### src/shared/astx_pkg.sv
// package: register map, field layout and types of the async frame transmitter
package astx_pkg;
    localparam logic [7:0] ADDR_CTRL = 8'h00;
    localparam logic [7:0] ADDR_FRAME = 8'h04;
    localparam logic [7:0] ADDR_DIV = 8'h08;
    localparam logic [7:0] ADDR_CMD = 8'h0C;
    localparam logic [7:0] ADDR_STATUS = 8'h10;
    localparam logic [7:0] ADDR_FLAGS = 8'h14;
    localparam logic [7:0] ADDR_FLAG_CLR = 8'h18;
    localparam logic [7:0] ADDR_TXDATA = 8'h1C;
    localparam int CTRL_SYNC = 0;
    localparam int CTRL_HIGH_BIT_FIRST_SELECT = 1;
    localparam int CTRL_TRANSMIT_POLARITY_FLIP = 2;
    localparam int CTRL_RECEIVE_POLARITY_FLIP = 3;
    localparam int CTRL_OVS = 4;
    localparam int FRM_WIDTH = 0;
    localparam int FRM_PAR = 8;
    localparam int FRM_STOP = 12;
    localparam int CMD_ON = 0;
    localparam int CMD_OFF = 1;
    localparam int STS_ON = 0;
    localparam int STS_TXC = 1;
    localparam int STS_RXL = 2;
    localparam int STS_LVL = 4;
    localparam int FL_TXC = 0;
    localparam int FL_OVF = 1;
    localparam int HTRANS_ACT = 1;
    localparam int DIV_W = 15;
    localparam int FRAC_W = 2;
    localparam int DATA_W = 16;
    localparam int BUF_DEPTH = 2;
    localparam logic [3:0] WIDTH_RST = 4'h5;
    localparam logic [3:0] WIDTH_MIN = 4'h1;
    localparam logic [3:0] WIDTH_MAX = 4'hD;
    localparam logic [4:0] WIDTH_OFS = 5'h03;
    localparam logic [1:0] STOP_RST = 2'h1;
    localparam logic [1:0] PAR_NONE = 2'h0;
    localparam logic [1:0] PAR_EVEN = 2'h2;
    localparam logic [1:0] PAR_ODD = 2'h3;
    localparam logic [1:0] STOP_HALF = 2'h0;
    localparam logic [1:0] STOP_ONE = 2'h1;
    localparam logic [1:0] STOP_ONE_HALF = 2'h2;
    localparam logic [1:0] OVS_C16 = 2'h0;
    localparam logic [1:0] OVS_C8 = 2'h1;
    localparam logic [1:0] OVS_C6 = 2'h2;
    localparam logic [5:0] OVS_X16 = 6'h10;
    localparam logic [5:0] OVS_X8 = 6'h08;
    localparam logic [5:0] OVS_X6 = 6'h06;
    localparam logic [5:0] OVS_X4 = 6'h04;

    typedef enum logic [4:0] {
        S_IDLE = 5'h01,
        S_START = 5'h02,
        S_DATA = 5'h04,
        S_PAR = 5'h08,
        S_STOP = 5'h10
    } astx_state_e;

    typedef struct packed {
        logic hsel;
        logic [31:0] haddr;
        logic [1:0] htrans;
        logic hwrite;
        logic [2:0] hsize;
        logic hready;
        logic [31:0] hwdata;
    } astx_ahb_req_s;

    typedef struct packed {
        logic hreadyout;
        logic hresp;
        logic [31:0] hrdata;
    } astx_ahb_rsp_s;
endpackage : astx_pkg

### src/rtl/astx_top.sv
// module: async frame transmitter with baud divider and ahb-lite registers
`timescale 1ns/1ps
module astx_top
(
    input wire logic clk_in,
    input wire logic rst_b_in,
    input wire astx_pkg::astx_ahb_req_s ahb_in,
    output astx_pkg::astx_ahb_rsp_s ahb_out,
    input wire logic rx_line_in,
    output logic tx_line_out
);
    import astx_pkg::*;

    function automatic logic [4:0] data_bits(input logic [3:0] code);
        data_bits = ((code >= WIDTH_MIN) && (code <= WIDTH_MAX)) ? 5'(code) + WIDTH_OFS
                                                                 : 5'(WIDTH_RST) + WIDTH_OFS;
    endfunction : data_bits

    function automatic logic [5:0] ovs_ticks(input logic [1:0] code);
        case (code)
            OVS_C16: ovs_ticks = OVS_X16;
            OVS_C8: ovs_ticks = OVS_X8;
            OVS_C6: ovs_ticks = OVS_X6;
            default: ovs_ticks = OVS_X4;
        endcase
    endfunction : ovs_ticks

    // registers
    logic sync_r, high_bit_first_select_r, transmit_polarity_flip_r, receive_polarity_flip_r, on_r, flag_txc_r, flag_ovf_r, txc_q_r;
    logic [1:0] ovs_r, par_r, stop_r, cnt_r;
    logic [3:0] width_r;
    logic [DIV_W-1:0] div_r;
    logic [DATA_W-1:0] buf_mem_r [BUF_DEPTH];
    logic wr_idx_r, rd_idx_r;
    logic rx_s1_r, rx_s2_r;
    astx_state_e state_r, state_nxt;
    logic [13:0] bcnt_r;
    logic [1:0] grp_r;
    logic [5:0] sub_r;
    logic [4:0] bit_idx_r;
    logic [DATA_W-1:0] dat_r;
    logic line_r;

    // bus slave: address phase capture, zero wait states
    logic dp_wr_r;
    logic [7:0] dp_addr_r;
    logic [31:0] hrdata_r, rd_mux;
    wire logic addr_ok = ahb_in.hsel & ahb_in.htrans[HTRANS_ACT] & ahb_in.hready;
    wire logic [31:0] wdata = ahb_in.hwdata;

    always_ff @(posedge clk_in or negedge rst_b_in)
    begin
        if (!rst_b_in)
        begin
            dp_wr_r <= 1'b0;
            dp_addr_r <= 8'h00;
            hrdata_r <= 32'h0000_0000;
        end
        else
        begin
            dp_wr_r <= addr_ok & ahb_in.hwrite;
            dp_addr_r <= addr_ok ? ahb_in.haddr[7:0] : dp_addr_r;
            hrdata_r <= (addr_ok & ~ahb_in.hwrite) ? rd_mux : 32'h0000_0000;
        end
    end

    assign ahb_out.hreadyout = 1'b1;
    assign ahb_out.hresp = 1'b0;
    assign ahb_out.hrdata = hrdata_r;

    wire logic wr_ctrl = dp_wr_r && (dp_addr_r == ADDR_CTRL);
    wire logic wr_frame = dp_wr_r && (dp_addr_r == ADDR_FRAME);
    wire logic wr_div = dp_wr_r && (dp_addr_r == ADDR_DIV);
    wire logic wr_cmd = dp_wr_r && (dp_addr_r == ADDR_CMD);
    wire logic wr_clr = dp_wr_r && (dp_addr_r == ADDR_FLAG_CLR);
    wire logic wr_data = dp_wr_r && (dp_addr_r == ADDR_TXDATA);
    wire logic cmd_on = wr_cmd & wdata[CMD_ON];
    wire logic cmd_off = wr_cmd & wdata[CMD_OFF];
    wire logic on_nxt = cmd_off ? 1'b0 : (cmd_on | on_r);

    // buffer and frame control
    wire logic [4:0] nbits = data_bits(width_r);
    wire logic [5:0] oversample_select = ovs_ticks(ovs_r);
    wire logic [5:0] half = {1'b0, oversample_select[5:1]};
    wire logic has_par = (par_r == PAR_EVEN) || (par_r == PAR_ODD);
    wire logic buf_full = (cnt_r == 2'(BUF_DEPTH));
    wire logic buf_empty = (cnt_r == 2'h0);
    wire logic push = wr_data & ~buf_full;
    wire logic ovf_evt = wr_data & buf_full;
    wire logic txc_cond = on_r & buf_empty & (state_r == S_IDLE);
    wire logic tick = (bcnt_r == 14'h0);
    logic [5:0] span;
    wire logic bit_end = tick && (sub_r == span - 6'h01);
    wire logic free_slot = (state_r == S_IDLE) || ((state_r == S_STOP) && bit_end);
    wire logic load_go = on_r & ~cmd_off & ~sync_r & ~buf_empty & free_slot;
    wire logic last_data = bit_idx_r == (nbits - 5'h01);

    always_comb
    begin
        case (stop_r)
            STOP_HALF: span = half;
            STOP_ONE: span = oversample_select;
            STOP_ONE_HALF: span = oversample_select + half;
            default: span = {oversample_select[4:0], 1'b0};
        endcase
        if (state_r != S_STOP)
            span = oversample_select;
    end

    always_ff @(posedge clk_in or negedge rst_b_in)
    begin
        if (!rst_b_in)
        begin
            sync_r <= 1'b0;
            high_bit_first_select_r <= 1'b0;
            transmit_polarity_flip_r <= 1'b0;
            receive_polarity_flip_r <= 1'b0;
            ovs_r <= OVS_C16;
            width_r <= WIDTH_RST;
            par_r <= PAR_NONE;
            stop_r <= STOP_RST;
            div_r <= '0;
            on_r <= 1'b0;
        end
        else
        begin
            if (wr_ctrl)
            begin
                sync_r <= wdata[CTRL_SYNC];
                high_bit_first_select_r <= wdata[CTRL_HIGH_BIT_FIRST_SELECT];
                transmit_polarity_flip_r <= wdata[CTRL_TRANSMIT_POLARITY_FLIP];
                receive_polarity_flip_r <= wdata[CTRL_RECEIVE_POLARITY_FLIP];
                ovs_r <= wdata[CTRL_OVS +: 2];
            end
            if (wr_frame)
            begin
                width_r <= wdata[FRM_WIDTH +: 4];
                par_r <= wdata[FRM_PAR +: 2];
                stop_r <= wdata[FRM_STOP +: 2];
            end
            if (wr_div)
                div_r <= wdata[DIV_W-1:0];
            on_r <= on_nxt;
        end
    end

    // flags: hardware set wins over software clear
    always_ff @(posedge clk_in or negedge rst_b_in)
    begin
        if (!rst_b_in)
        begin
            flag_txc_r <= 1'b0;
            flag_ovf_r <= 1'b0;
            txc_q_r <= 1'b0;
        end
        else
        begin
            txc_q_r <= txc_cond;
            flag_txc_r <= (txc_cond & ~txc_q_r) | (flag_txc_r & ~(wr_clr & wdata[FL_TXC]));
            flag_ovf_r <= ovf_evt | (flag_ovf_r & ~(wr_clr & wdata[FL_OVF]));
        end
    end

    // two-entry transmit buffer
    for (genvar i = 0; i < BUF_DEPTH; i++)
    begin : g_buf
        always_ff @(posedge clk_in or negedge rst_b_in)
        begin
            if (!rst_b_in)
                buf_mem_r[i] <= '0;
            else if (push && (wr_idx_r == 1'(i)))
                buf_mem_r[i] <= wdata[DATA_W-1:0];
        end
    end

    always_ff @(posedge clk_in or negedge rst_b_in)
    begin
        if (!rst_b_in)
        begin
            wr_idx_r <= 1'b0;
            rd_idx_r <= 1'b0;
            cnt_r <= 2'h0;
        end
        else
        begin
            wr_idx_r <= wr_idx_r ^ push;
            rd_idx_r <= rd_idx_r ^ load_go;
            cnt_r <= cnt_r + 2'(push) - 2'(load_go);
        end
    end

    // baud tick: reload integer part, one extra cycle on fraction periods
    wire logic [13:0] div_int = {1'b0, div_r[DIV_W-1:FRAC_W]};
    wire logic [FRAC_W-1:0] grp_now = load_go ? 2'h0 : grp_r;
    wire logic extend = grp_now < div_r[FRAC_W-1:0];
    wire logic [13:0] reload = div_int + 14'(extend);

    always_ff @(posedge clk_in or negedge rst_b_in)
    begin
        if (!rst_b_in)
        begin
            bcnt_r <= 14'h0;
            grp_r <= 2'h0;
        end
        else
        begin
            bcnt_r <= (tick | load_go) ? reload : bcnt_r - 14'h1;
            grp_r <= load_go ? 2'h1 : grp_r + 2'(tick);
        end
    end

    // frame sequencer
    always_comb
    begin
        state_nxt = state_r;
        case (state_r)
            S_IDLE: if (load_go) state_nxt = S_START;
            S_START: if (bit_end) state_nxt = S_DATA;
            S_DATA: if (bit_end && last_data) state_nxt = has_par ? S_PAR : S_STOP;
            S_PAR: if (bit_end) state_nxt = S_STOP;
            S_STOP: if (bit_end) state_nxt = load_go ? S_START : S_IDLE;
            default: state_nxt = S_IDLE;
        endcase
        if (!on_nxt)
            state_nxt = S_IDLE;
    end

    always_ff @(posedge clk_in or negedge rst_b_in)
    begin
        if (!rst_b_in)
        begin
            state_r <= S_IDLE;
            sub_r <= 6'h0;
            bit_idx_r <= 5'h0;
            dat_r <= '0;
        end
        else
        begin
            state_r <= state_nxt;
            sub_r <= (load_go | bit_end) ? 6'h0 : sub_r + 6'(tick);
            bit_idx_r <= load_go ? 5'h0 : bit_idx_r + 5'((state_r == S_DATA) & bit_end);
            dat_r <= load_go ? buf_mem_r[rd_idx_r] : dat_r;
        end
    end

    // line level
    wire logic [4:0] pos = high_bit_first_select_r ? (nbits - 5'h01 - bit_idx_r) : bit_idx_r;
    wire logic [DATA_W-1:0] mask = DATA_W'((17'h1 << nbits) - 17'h1);
    wire logic par_bit = (^(dat_r & mask)) ^ (par_r == PAR_ODD);
    logic bit_val;

    always_comb
    begin
        case (state_r)
            S_START: bit_val = 1'b0;
            S_DATA: bit_val = dat_r[pos[3:0]];
            S_PAR: bit_val = par_bit;
            default: bit_val = 1'b1;
        endcase
    end

    always_ff @(posedge clk_in or negedge rst_b_in)
    begin
        if (!rst_b_in)
        begin
            line_r <= 1'b1;
            rx_s1_r <= 1'b1;
            rx_s2_r <= 1'b1;
        end
        else
        begin
            line_r <= bit_val ^ transmit_polarity_flip_r;
            rx_s1_r <= rx_line_in;
            rx_s2_r <= rx_s1_r;
        end
    end

    assign tx_line_out = line_r;

    always_comb
    begin
        rd_mux = 32'h0000_0000;
        case (ahb_in.haddr[7:0])
            ADDR_CTRL: rd_mux = 32'({ovs_r, receive_polarity_flip_r, transmit_polarity_flip_r, high_bit_first_select_r, sync_r});
            ADDR_FRAME: rd_mux = 32'({stop_r, 2'h0, par_r, 4'h0, width_r});
            ADDR_DIV: rd_mux = 32'(div_r);
            ADDR_STATUS: rd_mux = 32'({cnt_r, 1'b0, rx_s2_r ^ receive_polarity_flip_r, txc_cond, on_r});
            ADDR_FLAGS: rd_mux = 32'({flag_ovf_r, flag_txc_r});
            default: rd_mux = 32'h0000_0000;
        endcase
    end

    // checks
    logic [13:0] gap_r, rl_q_r;
    wire logic sts_rd = addr_ok & (ahb_in.haddr[7:0] == ADDR_STATUS);
    always_ff @(posedge clk_in or negedge rst_b_in)
    begin
        if (!rst_b_in)
        begin
            gap_r <= 14'h1;
            rl_q_r <= 14'h0;
        end
        else
        begin
            gap_r <= (tick | load_go) ? 14'h1 : gap_r + 14'h1;
            rl_q_r <= (tick | load_go) ? reload : rl_q_r;
        end
    end
endmodule : astx_top

### config.mk
export PLATFORM = sky130hd
export DESIGN_NAME = astx_top
export DESIGN_NICKNAME = d
export VERILOG_FILES = /design/src/shared/astx_pkg.sv /design/src/rtl/astx_top.sv
export SDC_FILE = /design/constraint.sdc
export NUM_CORES = 1
export LEC_CHECK = 0
export CAP_MARGIN = 20
export CORE_MARGIN = 8
export CORE_UTILIZATION = 50
export DETAILED_ROUTE_END_ITERATION = 10
export DONT_BUFFER_PORTS = 1
export MAX_ROUTING_LAYER = met4
export PLACE_DENSITY = 0.74
export SYNTH_ARGS = -nofsm -noshare
export SYNTH_HDL_FRONTEND = slang
export SYNTH_SLANG_ARGS = --single-unit
### constraint.sdc
create_clock -name clk_in -period 7.6 [get_ports clk_in]
set_input_delay 0.38 -clock clk_in [delete_from_list [all_inputs] [get_ports clk_in]]
set_output_delay 0.38 -clock clk_in [all_outputs]
set_load 0.1 [all_outputs]
==> After elaboration in Yosys (flattened, before gate mapping) <==
Index checks and enable logic that the tools add are counted.
{ "totals": {"regBits": 161, "input_bits": 75, "out_inout_bits": 35} }
{ "op_classes": {"n_addsub": 13, "magnitude_cmp": 5, "n_eq_ne": 29, "shift": 1, "muxes": 28, "bitwise": 41, "n_reduce_logical": 22} }
{ "ops": {"columns": ["op", "count"], "rows": [
  ["15-bit case mux with 5 select lines", 1],
  ["16-bit two-way mux", 3],
  ["5-bit two-way mux", 9],
  ["8-bit by 5-bit == test with 1-bit output (second input constant)", 4],
  ["32-bit two-way mux", 1],
  ["5-bit case mux with 5 select lines", 1],
  ["8-bit by 4-bit == test with 1-bit output (second input constant)", 3],
  ["1-bit AND", 20],
  ["6-bit case mux with 3 select lines", 1],
  ["16-bit AND", 1],
  ["8-bit by 3-bit == test with 1-bit output (second input constant)", 2],
  ["8-bit zero test", 2],
  ["16-bit XOR reduction", 1],
  ["1-bit by 5-bit << shifter with 16-bit output (first input constant)", 1],
  ["16-bit by 1-bit subtractor with 16-bit output (second input constant)", 1],
  ["3-bit != test (second input constant)", 5],
  ["5-bit case mux with 3 select lines", 1],
  ["13-bit by 1-bit adder with 14-bit output", 1],
  ["14-bit zero test", 1],
  ["14-bit two-way mux", 1],
  ["14-bit by 1-bit subtractor with 14-bit output (second input constant)", 1],
  ["1-bit logical AND", 12],
  ["6-bit two-way mux", 2],
  ["2-bit == test (second input constant)", 5],
  ["35 further kinds", 59]
]} }

==> Depth between registers and ports, before layout <==
{ "depth": {"depth_word": 15, "mapped_depth": 22, "depth_no_buf": 20} }

==> Worst setup path before layout <==
No wires, ideal clock.
{ "synth_path": {"path_type": "register to register", "start": "register state_r[1]", "end": "register bcnt_r[11]", "setup_time_ns": 0.122, "t_arrival_ns": 4.260, "slack_ns": 3.218, "stages_incl_launch_ff": 21, "n_path_buf": 2, "period_less_slack_ns": 4.382, "path_cell_list": "dfrtp_1 > nor3b_2 > nand2_1 > or4b_2 > ha_1 > xor2_1 > and3_1 > o2111a_2 > and2_1 > o21ai_2 > buf_6 > clkbuf_1 > and2_1 > ha_1 > a21oi_1 > ha_1 > nand2_1 > nor2_1 > nand3_1 > xor2_1 > a21oi_2"} }
{ "synth_via": {"elab_chain_cells": 12, "elab_cells_between_ends": 15, "cone_classes": "add/sub: 2; order compare: 1; eq/ne: 4; mux: 3; bitwise: 2; reduce/logical: 3"} }
{ "synth_lines": {"columns": ["element", "line_no", "rtl"], "rows": [
  ["from (decl)", "astx_top.sv:36", "astx_state_e state_r, state_nxt;"],
  ["from (signal assigned)", "astx_top.sv:239", "state_r <= state_nxt;"],
  ["5-bit != test", "astx_top.sv:106", "if (state_r != S_STOP)"],
  ["6-bit two-way mux", "astx_top.sv:106", null],
  ["6-bit by 1-bit subtractor with 6-bit output", "astx_top.sv:93", "wire logic bit_end = tick && (sub_r == span - 6'h01);"],
  ["6-bit == test", "astx_top.sv:93", null],
  ["1-bit logical AND", "astx_top.sv:93", null],
  ["1-bit logical AND", "astx_top.sv:94", "wire logic free_slot = (state_r == S_IDLE) || ((state_r == S_STOP) && bit_end);"],
  ["1-bit logical OR (*)", "astx_top.sv:94", null],
  ["1-bit AND (*)", "astx_top.sv:95", "wire logic load_go = on_r & ~cmd_off & ~sync_r & ~buf_empty & free_slot;"],
  ["2-bit two-way mux", "astx_top.sv:194", "wire logic [FRAC_W-1:0] grp_now = load_go ? 2'h0 : grp_r;"],
  ["2-bit < comparator", "astx_top.sv:195", "wire logic extend = grp_now < div_r[FRAC_W-1:0];"],
  ["13-bit by 1-bit adder with 14-bit output", "astx_top.sv:196", "wire logic [13:0] reload = div_int + 14'(extend);"],
  ["14-bit two-way mux (*)", "astx_top.sv:207", "bcnt_r <= (tick | load_go) ? reload : bcnt_r - 14'h1;"],
  ["to (signal assigned)", "astx_top.sv:207", null],
  ["to (decl)", "astx_top.sv:37", "logic [13:0] bcnt_r;"]
]} }
Every way passes the cells marked *; elsewhere a longest branch is shown, timed or not.
A chain may end at the register's enable or synchronous reset.

==> Worst setup path after layout <==
{ "layout_path": {"start": "register state_r[3]", "end": "register bcnt_r[11]"} }
Same word-level chain as after synthesis.

==> run_results.csv <==
group,metric,value,unit
status,status,"finished clean",
logic_synthesis,synth_top_cells_by_area,"dfrtp_1, mux2_2, xnor2_1",
run,drv_cap,0,
drt,finalWirelength,18320,um
global_route,grt_max_degree,145,
worst_setup_path,cpMostUsedCell,"nand2_1",
worst_setup_path,arrival,5.08,ns
timing,tightest_slew,0.9972,ns
logic_synthesis,synth_area_leader_cell,"dfrtp_1",
clock_tree,htreeDepth,4,
drt,drcViolationCount,0,
worst_setup_path,reg2reg_to,"bcnt_r[11]",
logic_synthesis,yosys_warnings,0,
worst_setup_path,worst_setup_path_end_kind,"flop",
logic_synthesis,synth_seq_area_share,43.48,%
logic_synthesis,synth_commonest_cells,"dfrtp_1, mux2_2, nor2_1, nand2_1, o21ai_0",
die,coreArea,16410,sq um
clock_tree,cts_root_buffer,"clkbuf_16",
global_route,grt_usage,18.13,%
pwr,vdd_ir_drop_max,0.1917,mV
finish,area_growth,8.238,%
clock_tree,cts_buffers,17,
drt,viasPerCell,5.697,
timing,skew,0.01293,ns
clock_tree,cts.sinks,144,
finish,drive_above_1_share,18.02,%
pwr,power_density,238.6,nW/um^2
die,die_h,144.9,um
worst_setup_path,r2r_cells,20,
die,pin_count,110,
timing,maxSlewHeadroom,33.52,%
logic_synthesis,synth_cell_types,80,
worst_setup_path,r2r-start,"state_r[3]",
die,initial_core_util,50.64,%
logic_synthesis,ys_seq_elements,144,
worst_setup_path,cpMaxStageDelayCell,"or4b_2",
pwr,leakagePower,3.929,nW
logic_synthesis,avgSynthCellArea,10.42,sq um
drt,vias,5805,
worst_setup_path,start_kind,"flop",
global_route,grt_pass1_wl,30310,um
worst_setup_path,crit_chain,"nor2_1, nand2_1, or4b_2, ha_1, xnor2_1, nor2_1, and3_1, o2111a_2, and2_1, o21ai_2, buf_4, nand2_1, nand2_1, a21oi_1, ha_1, nand2_1, nor2_1, nand3_1, xor2_1, a21oi_2",
placed_design,io_buffers,0,
die,dieArea,21000,sq um
die,die_w,144.9,um
drt,ant_nets,0,
finish,antenna_cells,0,
clock_tree,cts.path.max_buffers,2,
logic_synthesis,synthesis.instances,797,
logic_synthesis,synth_ff_type,"dfrtp_1",
logic_synthesis,synthMostInstantiatedCell,"dfrtp_1",
global_route,grt_pass1_vias,5814,
timing,fin_crit_sh,62.88,%
placed_design,hpwlAfterDp,12990,um
timing,min_period,4.779,ns
worst_setup_path,startpoint,"state_r[3]",
worst_setup_path,path_max_fanout,46,
worst_setup_path,slowest_delay,0.63,ns
min_path,hold_depth,2,
timing,finalSetupTns,0,ns
worst_setup_path,critPathKind,"reg -> reg",
global_route,overflow,0,
drt,wl_per_cell,17.98,um
worst_setup_path,cp.required,7.90,ns
clock_tree,cts_tree,"yes",
timing,finalHoldViolations,0,
timing,rsz0062_at_grt,"false",
logic_synthesis,synthArstFlopShare,100.0,%
global_route,grt_antenna_before_repair,0,
timing,fmax,209.3,MHz
worst_setup_path,r2r_setup_slack,2.82,ns
timing,holdWs,0.06304,ns
logic_synthesis,synth_top_area_share,41.27,%
logic_synthesis,netlist_area,8308,sq um
clock_tree,clk_latency,0.43,ns
logic_synthesis,synth_edf_count,0,
clock_tree,ctsResizeCount,0,
timing,slew_viol_final,0,
finish,nets,887,
timing,setup_viol,0,
min_path,holdCritPathClass,"in -> reg",
die,row_count,47,
drt,firstDrtPassIters,5,
drt,dr.first_iter.drc_count,447,
clock_tree,path_clk_slew,0.07,ns
placed_design,place_congestion,0.8205,
worst_setup_path,crit_end,"bcnt_r[11]",
## flip-flops by register name, indices dropped and copies added (netlist names), 4 cells and up
signal	flops
buf_mem_r	32
div_r	15
bit_idx_r	5
bcnt_r	14
dat_r	16
state_r	5
sub_r	6
hrdata_r	15
dp_addr_r	8
width_r	4
## how the worst min path moves through the flow
stage,slack [ns],to,startpoint
final,0.06,width_r[0],ahb_in[0]
after global routing,0.07,dp_wr_r,ahb_in[36]
after CTS,0.05,width_r[0],ahb_in[0]
after detailed placement,0.09,bcnt_r[10],rst_b_in
after global placement,0.09,bcnt_r[10],rst_b_in
after floorplan,0.08,bcnt_r[0],rst_b_in
## power by group
part           total (mW)  internal [mW]  switching, mW
sequential          0.939          0.839          0.100
combinational       0.376          0.168          0.207
clock               0.831          0.446          0.385
total                2.15           1.45          0.692
## logic make-up (layout without fill, tap and decap cells)
logic type	after synthesis	after routing	synth area share [%]
other	2	19	0.09040
adders and majority gates	26	26	4.006
muxes	97	97	13.18
AOI/OAI and AO/OA	132	132	10.63
xor gates and xnor gates	68	68	7.937
and+or+nand+nor	249	249	15.59
DFF	144	144	43.48
buffers and inverters	79	64	5.090
## layout by cell type (no fill, tap or decap), drive strengths merged, types with 19 or more instances in the layout
master	Yosys	layout
nor2	64	64
ha	25	25
a21oi	31	31
o21ai	42	42
xnor2	38	38
conb	2	19
xor2	26	26
dfrtp	137	137
mux2	69	69
nand2	62	62
mux2i	25	25
inv	28	36
## per-layer routing
layer	wire length (um)	up-vias	part of all wire, %	global-route usage (%)
met3	1229	20	6.7	4.447
li1	-	2754	-	-
met4	306	0	1.7	5.471
met5	0	-	0	-
met1	8050	2859	44	22.63
met2	8730	172	48	28.67
## final cells by class
cell class	count	area (sq um)
tap	220	275.3
fill	1392	7415
inverter	28	105.1
timing repair buffer	4	55.05
multi-input combinational	591	4337
sequential	144	3612
clock buffer	17	425.4
clock inverter	15	182.7
## critical path: cells and delay by family (launching register included)
family	cells	cell delay [ns]
XOR/XNOR	2	0.36
adder cells (fa/ha/maj)	2	0.64
buffers and inverters	1	0.32
flip-flops	1	0.43
AO/OA/AOI/OAI	4	0.63
AND/OR/NAND/NOR	11	2.26
## metrics by stage
stage	area [sq um]	std cells	util, %	worst slack (ns)	power, mW
3_3_place_gp	8337	984	50.81	2.955	1.298
5_1_grt	8992	1019	54.81	2.452	2.241
2_1_floorplan	8372	814	-	3.218	1.248
4_1_cts	8992	1019	54.81	2.869	2.159
6_report	8992	1019	54.81	2.821	2.146
3_5_place_dp	8337	984	50.81	2.871	1.309
## repair_timing
| action | 4_1_cts | 5_1_grt |
|---|---|---|
| setup buffers | 0 | 0 |
| hold endpoints to repair | 145 | 0 |
| hold buffers | 3 | 0 |
(Power assumes the default switching activity.)
